File: config.mk
export PLATFORM = sky130hd
export DESIGN_NAME = pfci_host
export DESIGN_NICKNAME = d
export VERILOG_FILES = /design/src/hdl/pfci_pkg.sv /design/src/hdl/pfci_host.sv
export SDC_FILE = /design/constraint.sdc
export NUM_CORES = 1
export LEC_CHECK = 0
export BUFFER_PORTS_ARGS = -buffer_cell sky130_fd_sc_hd__buf_2
export CAP_MARGIN = 40
export CORE_MARGIN = 5
export CORE_UTILIZATION = 60
export CTS_BUF_LIST = sky130_fd_sc_hd__clkbuf_8
export CTS_CLUSTER_SIZE = 30
export DETAILED_ROUTE_END_ITERATION = 10
export GPL_TIMING_DRIVEN = 0
export HOLD_SLACK_MARGIN = 0.08
export PLACE_DENSITY = 0.81
export SLEW_MARGIN = 20
export SYNTH_ARGS = -nofsm -noshare
export SYNTH_HDL_FRONTEND = slang
export SYNTH_SLANG_ARGS = --single-unit
File: constraint.sdc
create_clock -name ref_clk -period 7.99 [get_ports ref_clk]
set_input_delay 1.598 -clock ref_clk [delete_from_list [all_inputs] [get_ports ref_clk]]
set_output_delay 1.598 -clock ref_clk [all_outputs]
set_load 0.05 [all_outputs]
File: src/hdl/pfci_pkg.sv
// Purpose: constants for the parallel flash host controller
// Assumes: 200 MHz ref_clk, byte-wide flash with 17 address lines
// Notes: all command codes and strobe timings live here
// Notes on behaviour
// - a write needs device select and write strobe both low
// - erase the sector before programming; programming is one byte at a time
// - byte program is the three guard writes then address and data
// - on an odd status read, read twice more; two valid reads mean done
// - chip erase is six writes ending with code 10 at address 5555
// - guard writes: AA to 5555, 55 to 2AAA, A0 to 5555
package pfci_pkg;
   localparam int ADDR_W = 17;
   localparam int DATA_W = 8;
   localparam logic [16:0] CMD_ADDR_A = 17'h05555;
   localparam logic [16:0] CMD_ADDR_B = 17'h02AAA;
   localparam logic [7:0] CODE_UNLOCK1 = 8'hAA;
   localparam logic [7:0] CODE_UNLOCK2 = 8'h55;
   localparam logic [7:0] CODE_PROGRAM = 8'hA0;
   localparam logic [7:0] CODE_ERASE_SETUP = 8'h80;
   localparam logic [7:0] CODE_CHIP_ERASE = 8'h10;
   localparam logic [7:0] ERASED_BYTE = 8'hFF;
   localparam int POLL_BIT = 7;
   localparam int TOGGLE_BIT = 6;
   localparam int CLK_PERIOD_PS = 5000;
   // strobe phase timings in ns: setup, pulse width, read access, hold/recovery; then the program busy limit
   localparam int T_SETUP_NS = 10;
   localparam int T_PULSE_NS = 40;
   localparam int T_READ_NS = 90;
   localparam int T_HOLD_NS = 20;
   localparam int T_PROG_MAX_NS = 16000;
   localparam int CYC_SETUP = (T_SETUP_NS * 1000 + CLK_PERIOD_PS - 1) / CLK_PERIOD_PS;
   localparam int CYC_PULSE = (T_PULSE_NS * 1000 + CLK_PERIOD_PS - 1) / CLK_PERIOD_PS;
   localparam int CYC_READ = (T_READ_NS * 1000 + CLK_PERIOD_PS - 1) / CLK_PERIOD_PS;
   localparam int CYC_HOLD = (T_HOLD_NS * 1000 + CLK_PERIOD_PS - 1) / CLK_PERIOD_PS;
   localparam int CYC_PROG_MAX = (T_PROG_MAX_NS * 1000) / CLK_PERIOD_PS;
   localparam int SYNC_N = 3;
   // wide enough for the default erase limit without wrapping
   localparam int CNT_W = 26;
   localparam logic [1:0] OP_READ = 2'h0;
   localparam logic [1:0] OP_PROGRAM = 2'h1;
   localparam logic [1:0] OP_CHIP_ERASE = 2'h2;
   localparam logic [1:0] RES_OK = 2'h0;
   localparam logic [1:0] RES_TIMEOUT = 2'h1;
   localparam logic [1:0] RES_VERIFY = 2'h2;
endpackage

File: src/hdl/pfci_host.sv
// Purpose: host-side controller that drives the flash strobe pins
// Assumes: single ref_clk domain; flash data lines sampled through three flops
// Notes: one request at a time; req is taken only while ready is high
`timescale 1ns/1ps
module pfci_host #(
   parameter int PROG_TIMEOUT = pfci_pkg::CYC_PROG_MAX,
   parameter int ERASE_TIMEOUT = 40000000
) (
   input wire logic ref_clk,
   input wire logic rst,
   input wire logic req,
   input wire logic [1:0] req_op,
   input wire logic [pfci_pkg::ADDR_W-1:0] req_addr,
   input wire logic [pfci_pkg::DATA_W-1:0] req_data,
   output logic ready,
   output logic done,
   output logic [1:0] result,
   output logic [pfci_pkg::DATA_W-1:0] rd_data,
   output logic device_select_n,
   output logic output_gate_n,
   output logic write_strobe_n,
   output logic [pfci_pkg::ADDR_W-1:0] address_lines,
   output logic [pfci_pkg::DATA_W-1:0] data_lines_o,
   output logic data_lines_oe_n,
   input wire logic [pfci_pkg::DATA_W-1:0] data_lines_i
);
   import pfci_pkg::*;

   typedef enum logic [3:0] {
      ST_IDLE, ST_W_SETUP, ST_W_PULSE, ST_W_HOLD,
      ST_R_SETUP, ST_R_WAIT, ST_R_HOLD, ST_EVAL, ST_DONE
   } pfci_state_e;

   typedef struct packed {
      pfci_state_e st;
      logic [2:0] step;
      logic [1:0] op;
      logic [ADDR_W-1:0] tgt_addr;
      logic [DATA_W-1:0] tgt_data;
      logic [CNT_W-1:0] cnt;
      logic [CNT_W-1:0] busy_cnt;
      logic polling;
      logic have_prev;
      logic [DATA_W-1:0] prev;
      logic [1:0] confirm;
      logic ready;
      logic done;
      logic [1:0] result;
      logic [DATA_W-1:0] rd_data;
      logic sel_n;
      logic oe_n;
      logic we_n;
      logic [ADDR_W-1:0] addr;
      logic [DATA_W-1:0] dout;
      logic dq_oe_n;
      logic [DATA_W-1:0] s1;
      logic [DATA_W-1:0] s2;
      logic [DATA_W-1:0] s3;
   } pfci_regs_s;

   pfci_regs_s cur_ff;
   pfci_regs_s nxt_ff;
   logic [ADDR_W-1:0] seq_addr;
   logic [DATA_W-1:0] seq_data;
   logic [2:0] seq_len;
   logic [DATA_W-1:0] sample;
   logic stable;
   logic [CNT_W-1:0] limit;

   // command sequence table; byte program = 4 writes, chip erase = 6
   always_comb begin
      seq_addr = CMD_ADDR_A;
      seq_data = CODE_UNLOCK1;
      unique case (cur_ff.step)
         3'h0: begin
            seq_addr = CMD_ADDR_A;
            seq_data = CODE_UNLOCK1;
         end
         3'h1, 3'h4: begin
            seq_addr = CMD_ADDR_B;
            seq_data = CODE_UNLOCK2;
         end
         3'h2: begin
            seq_addr = CMD_ADDR_A;
            seq_data = (cur_ff.op == OP_PROGRAM) ? CODE_PROGRAM : CODE_ERASE_SETUP;
         end
         3'h3: begin
            seq_addr = (cur_ff.op == OP_PROGRAM) ? cur_ff.tgt_addr : CMD_ADDR_A;
            seq_data = (cur_ff.op == OP_PROGRAM) ? cur_ff.tgt_data : CODE_UNLOCK1;
         end
         default: begin
            seq_addr = CMD_ADDR_A;
            seq_data = CODE_CHIP_ERASE;
         end
      endcase
   end

   assign seq_len = (cur_ff.op == OP_PROGRAM) ? 3'h4 : 3'h6;
   // a byte counts once the second and third flops agree on every bit
   assign stable = (cur_ff.s2 == cur_ff.s3);
   assign sample = cur_ff.s3;
   assign limit = (cur_ff.op == OP_PROGRAM) ? CNT_W'(PROG_TIMEOUT) : CNT_W'(ERASE_TIMEOUT);

   always_comb begin
      nxt_ff = cur_ff;
      nxt_ff.done = 1'b0;
      nxt_ff.s1 = data_lines_i;
      nxt_ff.s2 = cur_ff.s1;
      nxt_ff.s3 = cur_ff.s2;
      if (cur_ff.polling && cur_ff.busy_cnt != {CNT_W{1'b1}}) begin
         nxt_ff.busy_cnt = cur_ff.busy_cnt + 1'b1;
      end
      unique case (cur_ff.st)
         ST_IDLE: begin
            nxt_ff.sel_n = 1'b1;
            nxt_ff.oe_n = 1'b1;
            nxt_ff.we_n = 1'b1;
            nxt_ff.dq_oe_n = 1'b1;
            if (req) begin
               nxt_ff.ready = 1'b0;
               nxt_ff.op = req_op;
               nxt_ff.tgt_addr = req_addr;
               nxt_ff.tgt_data = (req_op == OP_CHIP_ERASE) ? ERASED_BYTE : req_data;
               nxt_ff.step = 3'h0;
               nxt_ff.polling = 1'b0;
               nxt_ff.have_prev = 1'b0;
               nxt_ff.confirm = 2'h0;
               nxt_ff.busy_cnt = '0;
               nxt_ff.cnt = '0;
               nxt_ff.st = (req_op == OP_READ) ? ST_R_SETUP : ST_W_SETUP;
            end
         end
         ST_W_SETUP: begin
            // output gate stays high so the flash never inhibits the write
            nxt_ff.oe_n = 1'b1;
            nxt_ff.sel_n = 1'b0;
            nxt_ff.addr = seq_addr;
            nxt_ff.dout = seq_data;
            nxt_ff.dq_oe_n = 1'b0;
            nxt_ff.cnt = cur_ff.cnt + 1'b1;
            if (cur_ff.cnt >= CNT_W'(CYC_SETUP - 1)) begin
               nxt_ff.cnt = '0;
               nxt_ff.we_n = 1'b0;
               nxt_ff.st = ST_W_PULSE;
            end
         end
         ST_W_PULSE: begin
            nxt_ff.cnt = cur_ff.cnt + 1'b1;
            if (cur_ff.cnt >= CNT_W'(CYC_PULSE - 1)) begin
               // strobe rises before select, so it is the data edge
               nxt_ff.cnt = '0;
               nxt_ff.we_n = 1'b1;
               nxt_ff.st = ST_W_HOLD;
            end
         end
         ST_W_HOLD: begin
            nxt_ff.cnt = cur_ff.cnt + 1'b1;
            if (cur_ff.cnt >= CNT_W'(CYC_HOLD - 1)) begin
               nxt_ff.cnt = '0;
               nxt_ff.sel_n = 1'b1;
               nxt_ff.dq_oe_n = 1'b1;
               if (cur_ff.step == seq_len - 3'h1) begin
                  nxt_ff.polling = 1'b1;
                  nxt_ff.busy_cnt = '0;
                  nxt_ff.st = ST_R_SETUP;
               end else begin
                  nxt_ff.step = cur_ff.step + 3'h1;
                  nxt_ff.st = ST_W_SETUP;
               end
            end
         end
         ST_R_SETUP: begin
            nxt_ff.dq_oe_n = 1'b1;
            nxt_ff.sel_n = 1'b0;
            nxt_ff.oe_n = 1'b0;
            nxt_ff.addr = cur_ff.tgt_addr;
            nxt_ff.cnt = '0;
            nxt_ff.st = ST_R_WAIT;
         end
         ST_R_WAIT: begin
            // wait covers access time plus the three-flop input delay
            nxt_ff.cnt = cur_ff.cnt + 1'b1;
            if (cur_ff.cnt >= CNT_W'(CYC_READ + SYNC_N) && stable) begin
               nxt_ff.rd_data = sample;
               nxt_ff.cnt = '0;
               nxt_ff.oe_n = 1'b1;
               nxt_ff.sel_n = 1'b1;
               nxt_ff.st = ST_R_HOLD;
            end
         end
         ST_R_HOLD: begin
            nxt_ff.cnt = cur_ff.cnt + 1'b1;
            if (cur_ff.cnt >= CNT_W'(CYC_HOLD - 1)) begin
               nxt_ff.cnt = '0;
               nxt_ff.st = cur_ff.polling ? ST_EVAL : ST_DONE;
               nxt_ff.result = RES_OK;
            end
         end
         ST_EVAL: begin
            nxt_ff.have_prev = 1'b1;
            nxt_ff.prev = cur_ff.rd_data;
            nxt_ff.st = ST_R_SETUP;
            // busy: toggle bit moved or poll bit not yet the true value
            if ((cur_ff.have_prev && cur_ff.prev[TOGGLE_BIT] != cur_ff.rd_data[TOGGLE_BIT]) ||
                cur_ff.rd_data[POLL_BIT] != cur_ff.tgt_data[POLL_BIT]) begin
               nxt_ff.confirm = 2'h0;
               if (cur_ff.busy_cnt >= limit) begin
                  nxt_ff.result = RES_TIMEOUT;
                  nxt_ff.polling = 1'b0;
                  nxt_ff.st = ST_DONE;
               end
            end else if (cur_ff.confirm == 2'h2) begin
               // two further matching reads confirm the end of the write
               nxt_ff.polling = 1'b0;
               nxt_ff.result = (cur_ff.rd_data == cur_ff.tgt_data) ? RES_OK : RES_VERIFY;
               nxt_ff.st = ST_DONE;
            end else begin
               nxt_ff.confirm = cur_ff.confirm + 2'h1;
            end
         end
         ST_DONE: begin
            // no command is issued while busy unless polling timed out; the flash would drop it
            nxt_ff.done = 1'b1;
            nxt_ff.ready = 1'b1;
            nxt_ff.st = ST_IDLE;
         end
         default: nxt_ff.st = ST_IDLE;
      endcase
   end

   always_ff @(posedge ref_clk or posedge rst) begin
      if (rst) begin
         cur_ff <= '{st: ST_IDLE, ready: 1'b1, sel_n: 1'b1, oe_n: 1'b1, we_n: 1'b1,
                     dq_oe_n: 1'b1, default: '0};
      end else begin
         cur_ff <= nxt_ff;
      end
   end

   assign ready = cur_ff.ready;
   assign done = cur_ff.done;
   assign result = cur_ff.result;
   assign rd_data = cur_ff.rd_data;
   assign device_select_n = cur_ff.sel_n;
   assign output_gate_n = cur_ff.oe_n;
   assign write_strobe_n = cur_ff.we_n;
   assign address_lines = cur_ff.addr;
   assign data_lines_o = cur_ff.dout;
   assign data_lines_oe_n = cur_ff.dq_oe_n;
endmodule

==> results.txt <==
----------------------------------------------------
[Status]
  Outcome ... completed

[Synthesis]
  Yosys warnings ... 0
  Average cell area after synthesis ... 9.78 µm²
  Sequential element share of the synthesized area ... 0.506
  Net count of the mapped netlist ... 841
  Synthesized flop and latch total ... 156
  Most common flop cell mapped by yosys ... sky130_fd_sc_hd__dfrtp_1
  Share of async-settable or async-resettable flops after synthesis ... 1.00
  Synthesized instance count ... 791
  Number of enable flip-flop cells after synthesis ... 0
  Mapped cell area ... 7730 µm²
  Number of different library cells in the post-synthesis netlist ... 62

[Power]
  Leakage Power ... 4.14 nW
  Cell area power density ... 163 nW/µm²
  Worst vdd rail ir drop ... 0.127 mV

[Clocking]
  Number of gates resized after CTS ... 0
  Clock latency on the worst-skew pair ... 0.46 ns
  Number of H-tree branching levels ... 4
  CTS tree ... yes
  Number of buffers added by the clock tree synthesis step ... 17
  TritonCTS Sinks ... 156
  Hold buffers post-CTS ... 0
  Clock-pin slew on the worst setup and hold paths ... 0.09 ns
  Clock tree root driver cell ... sky130_fd_sc_hd__clkbuf_8
  Maximum buffer depth of the clock tree ... 2
  Number of buffers added for setup after CTS ... 0

[STA]
  Final-report hold violation count ... 0
  Max Slew Vio Count ... 0
  Total negative slack ... 0 ns
  Part of the cycle the worst path needs ... 0.386
  Transition time at the pin with the least slew margin ... 0.777 ns
  Final-report setup violation count ... 0
  Maximum achievable frequency ... 0.324 GHz
  Post-route worst hold slack ... 0.354 ns
  RSZ-0062 raised after global routing ... false
  Max Clock Skew ... 0.0115 ns
  Worst slew margin relative to its limit ... 0.478
  Tmin final ... 3.08 ns

[Cells and area]
  Number of antenna diodes ... 0
  Cell Count, Final, Fillers Out ... 1077
  Number of nets at the end of the flow ... 942
  Fraction of final layout cells with drive strength greater than 1 ... 0.221
  Final design area excluding fillers ... 8800 µm²
  Area delta synth->final ... 13.8%
  Final design utilization ... 0.697

[Route]
  Post-DR wirelength/cell ... 16.9 µm
  Antenna Nets Post-Route ... 0
  DR pass1 iterations ... 6
  Detailed Route Iter0 Violations ... 652
  Count of unresolved DRC violations after routing ... 0
  Routed vias/inst ... 5.93
  Total wire length after detailed routing ... 18200 µm
  Total vias in the final route ... 6386

[Setup path]
  Type of the worst setup path ... reg2reg
  Critical path endpoint category ... flip-flop
  Endpoint arrival time on the critical path ... 3.48 ns
  Largest fanout on the critical path ... 10
  Data required, critical path ... 8.38 ns
  Kind of start point of the critical path ... flip-flop
  Flop2flop setup slack ... 4.91 ns

[Global routing]
  Global route total overflow ... 0
  Global-route wire length before repair ... 30000 µm
  Vias in the first global route ... 6210
  Largest net degree at the start of global routing ... 84
  Number of antenna violations at the first check in global routing ... 0
  Global-route usage over all layers ... 0.253

[Die]
  Floorplan die width ... 124 µm
  IO Count ... 79
  Floorplan row count ... 41
  Starting density of the core ... 0.613
  Core area ... 12600 µm²
  Height of the die ... 124 µm
  Die ar. ... 15300 µm²

[Placed design]
  Detailed Place HPWL ... 13200 µm
  Count of port buffers added during placement ... 78
  Total instance count after detailed placement ... 1043
  Routability-driven placement congestion ratio ... 0.913
  Placed Area ... 8380 µm²

[Job]
  Total of max-cap violations ... 0

[Min path]
  Classification of the worst-slack hold path ... reg2reg

----------------------------------------------------
## critical path: stages (launching register included)
cell	delay (ns)
sky130_fd_sc_hd__dfrtp_1	0.40
sky130_fd_sc_hd__nor2b_1	0.14
sky130_fd_sc_hd__buf_2	0.18
sky130_fd_sc_hd__inv_2	0.15
sky130_fd_sc_hd__clkbuf_1	0.34
sky130_fd_sc_hd__ha_1	0.33
sky130_fd_sc_hd__a21oi_1	0.19
sky130_fd_sc_hd__a21oi_1	0.07
sky130_fd_sc_hd__a2111oi_0	0.41
sky130_fd_sc_hd__dlymetal6s2s_1	0.24
sky130_fd_sc_hd__o211ai_1	0.17
sky130_fd_sc_hd__o311ai_0	0.21
sky130_fd_sc_hd__a32o_1	0.20
## cell families after synthesis
kind of cell               count (synthesis)  share of synthesized area
adders and majority gates                 12                     0.0194
and+or+nand+nor                          283                      0.172
buffers and inverters                     97                     0.0662
xor gates and xnor gates                  41                     0.0464
AOI/OAI and AO/OA                        169                      0.143
muxes                                     33                     0.0476
DFF                                      156                      0.506
## layout by cell type, fill, tap and decap left out, types with 4 or more instances in the layout
master	count
sky130_fd_sc_hd__dfrtp_1	151
sky130_fd_sc_hd__nor2_1	91
sky130_fd_sc_hd__buf_2	86
sky130_fd_sc_hd__nand2_1	68
sky130_fd_sc_hd__o21ai_0	55
sky130_fd_sc_hd__buf_4	35
sky130_fd_sc_hd__xnor2_1	33
sky130_fd_sc_hd__mux2_2	30
sky130_fd_sc_hd__nor3_1	29
sky130_fd_sc_hd__nand3_1	28
sky130_fd_sc_hd__clkbuf_1	25
sky130_fd_sc_hd__a21oi_1	25
sky130_fd_sc_hd__inv_1	24
sky130_fd_sc_hd__nand4_1	18
sky130_fd_sc_hd__clkbuf_8	18
sky130_fd_sc_hd__o31ai_1	17
sky130_fd_sc_hd__o221ai_1	14
sky130_fd_sc_hd__nor4_1	12
sky130_fd_sc_hd__ha_1	12
sky130_fd_sc_hd__a31oi_1	9
sky130_fd_sc_hd__and2_1	8
sky130_fd_sc_hd__xor2_1	8
sky130_fd_sc_hd__nor2b_1	6
sky130_fd_sc_hd__inv_6	6
sky130_fd_sc_hd__or3_1	5
sky130_fd_sc_hd__o32ai_1	5
sky130_fd_sc_hd__o22ai_1	5
sky130_fd_sc_hd__dfstp_2	5
sky130_fd_sc_hd__a21o_1	4
sky130_fd_sc_hd__o211ai_1	4
## metrics by stage
stage                     setup WS, ns  power (mW)
after global placement           0.757       0.847
after CTS                         4.61        1.45
after detailed placement          4.62       0.851
after global routing              4.70        1.49
final                             4.91        1.44
after floorplan                   2.19       0.832
## registers in the layout (all words and copies together) (netlist names)
signal,flops
rd_data,8
ready,1
data_lines_o,8
sample,8
cur_ff,107
result,2
address_lines,17
device_select_n,1
write_strobe_n,1
data_lines_oe_n,1
done,1
output_gate_n,1
## worst paths after layout
kind	from	to	depth (start not counted)
max	cur_ff[154]	result[0]	12
min	cur_ff[19]	cur_ff[11]	0
max reg2reg	cur_ff[154]	result[0]	12
min reg2reg	cur_ff[19]	cur_ff[11]	0
max in group asynchronous	rst	output_gate_n	3
min in group asynchronous	rst	cur_ff[21]	2
## power by group
group | switching [mW] | internal (mW) | leakage [nW]
sequential | 0.00332 | 0.795 | 2.03
combinational | 0.0228 | 0.0122 | 1.91
clock | 0.313 | 0.292 | 0.197
## synthesized netlist by cell type (14+ instances only)
master | count | area (µm²)
sky130_fd_sc_hd__inv_1 | 25 | 93.8
sky130_fd_sc_hd__nand2_1 | 68 | 255
sky130_fd_sc_hd__nor2_1 | 91 | 342
sky130_fd_sc_hd__buf_4 | 35 | 263
sky130_fd_sc_hd__a21oi_1 | 25 | 125
sky130_fd_sc_hd__mux2_2 | 30 | 338
sky130_fd_sc_hd__nor3_1 | 29 | 145
sky130_fd_sc_hd__o21ai_0 | 55 | 275
sky130_fd_sc_hd__o31ai_1 | 17 | 128
sky130_fd_sc_hd__xnor2_1 | 33 | 289
sky130_fd_sc_hd__clkbuf_1 | 25 | 93.8
sky130_fd_sc_hd__o221ai_1 | 14 | 123
sky130_fd_sc_hd__dfrtp_1 | 151 | 3780
sky130_fd_sc_hd__nand3_1 | 28 | 140
sky130_fd_sc_hd__nand4_1 | 18 | 113
## layout make-up
cell class	instances	area, µm²
buffer	71	414
clock buffer	18	248
clock inverter	14	158
fill	981	3820
inverter	26	105
multi-input combinational	538	3310
sequential	156	3910
tap	172	215
timing repair buffer	82	440
## metal layers
| layer | routed length [µm] | global-route usage | vias to the layer above |
|---|---|---|---|
| met5 | 0 | 0 | - |
| met4 | 325 | 0.0983 | 0 |
| met3 | 1310 | 0.0563 | 29 |
| met2 | 8550 | 0.393 | 270 |
| met1 | 8050 | 0.349 | 3108 |
| li1 | - | - | 2979 |
No activity file was read; power rests on OpenSTA's default activity.
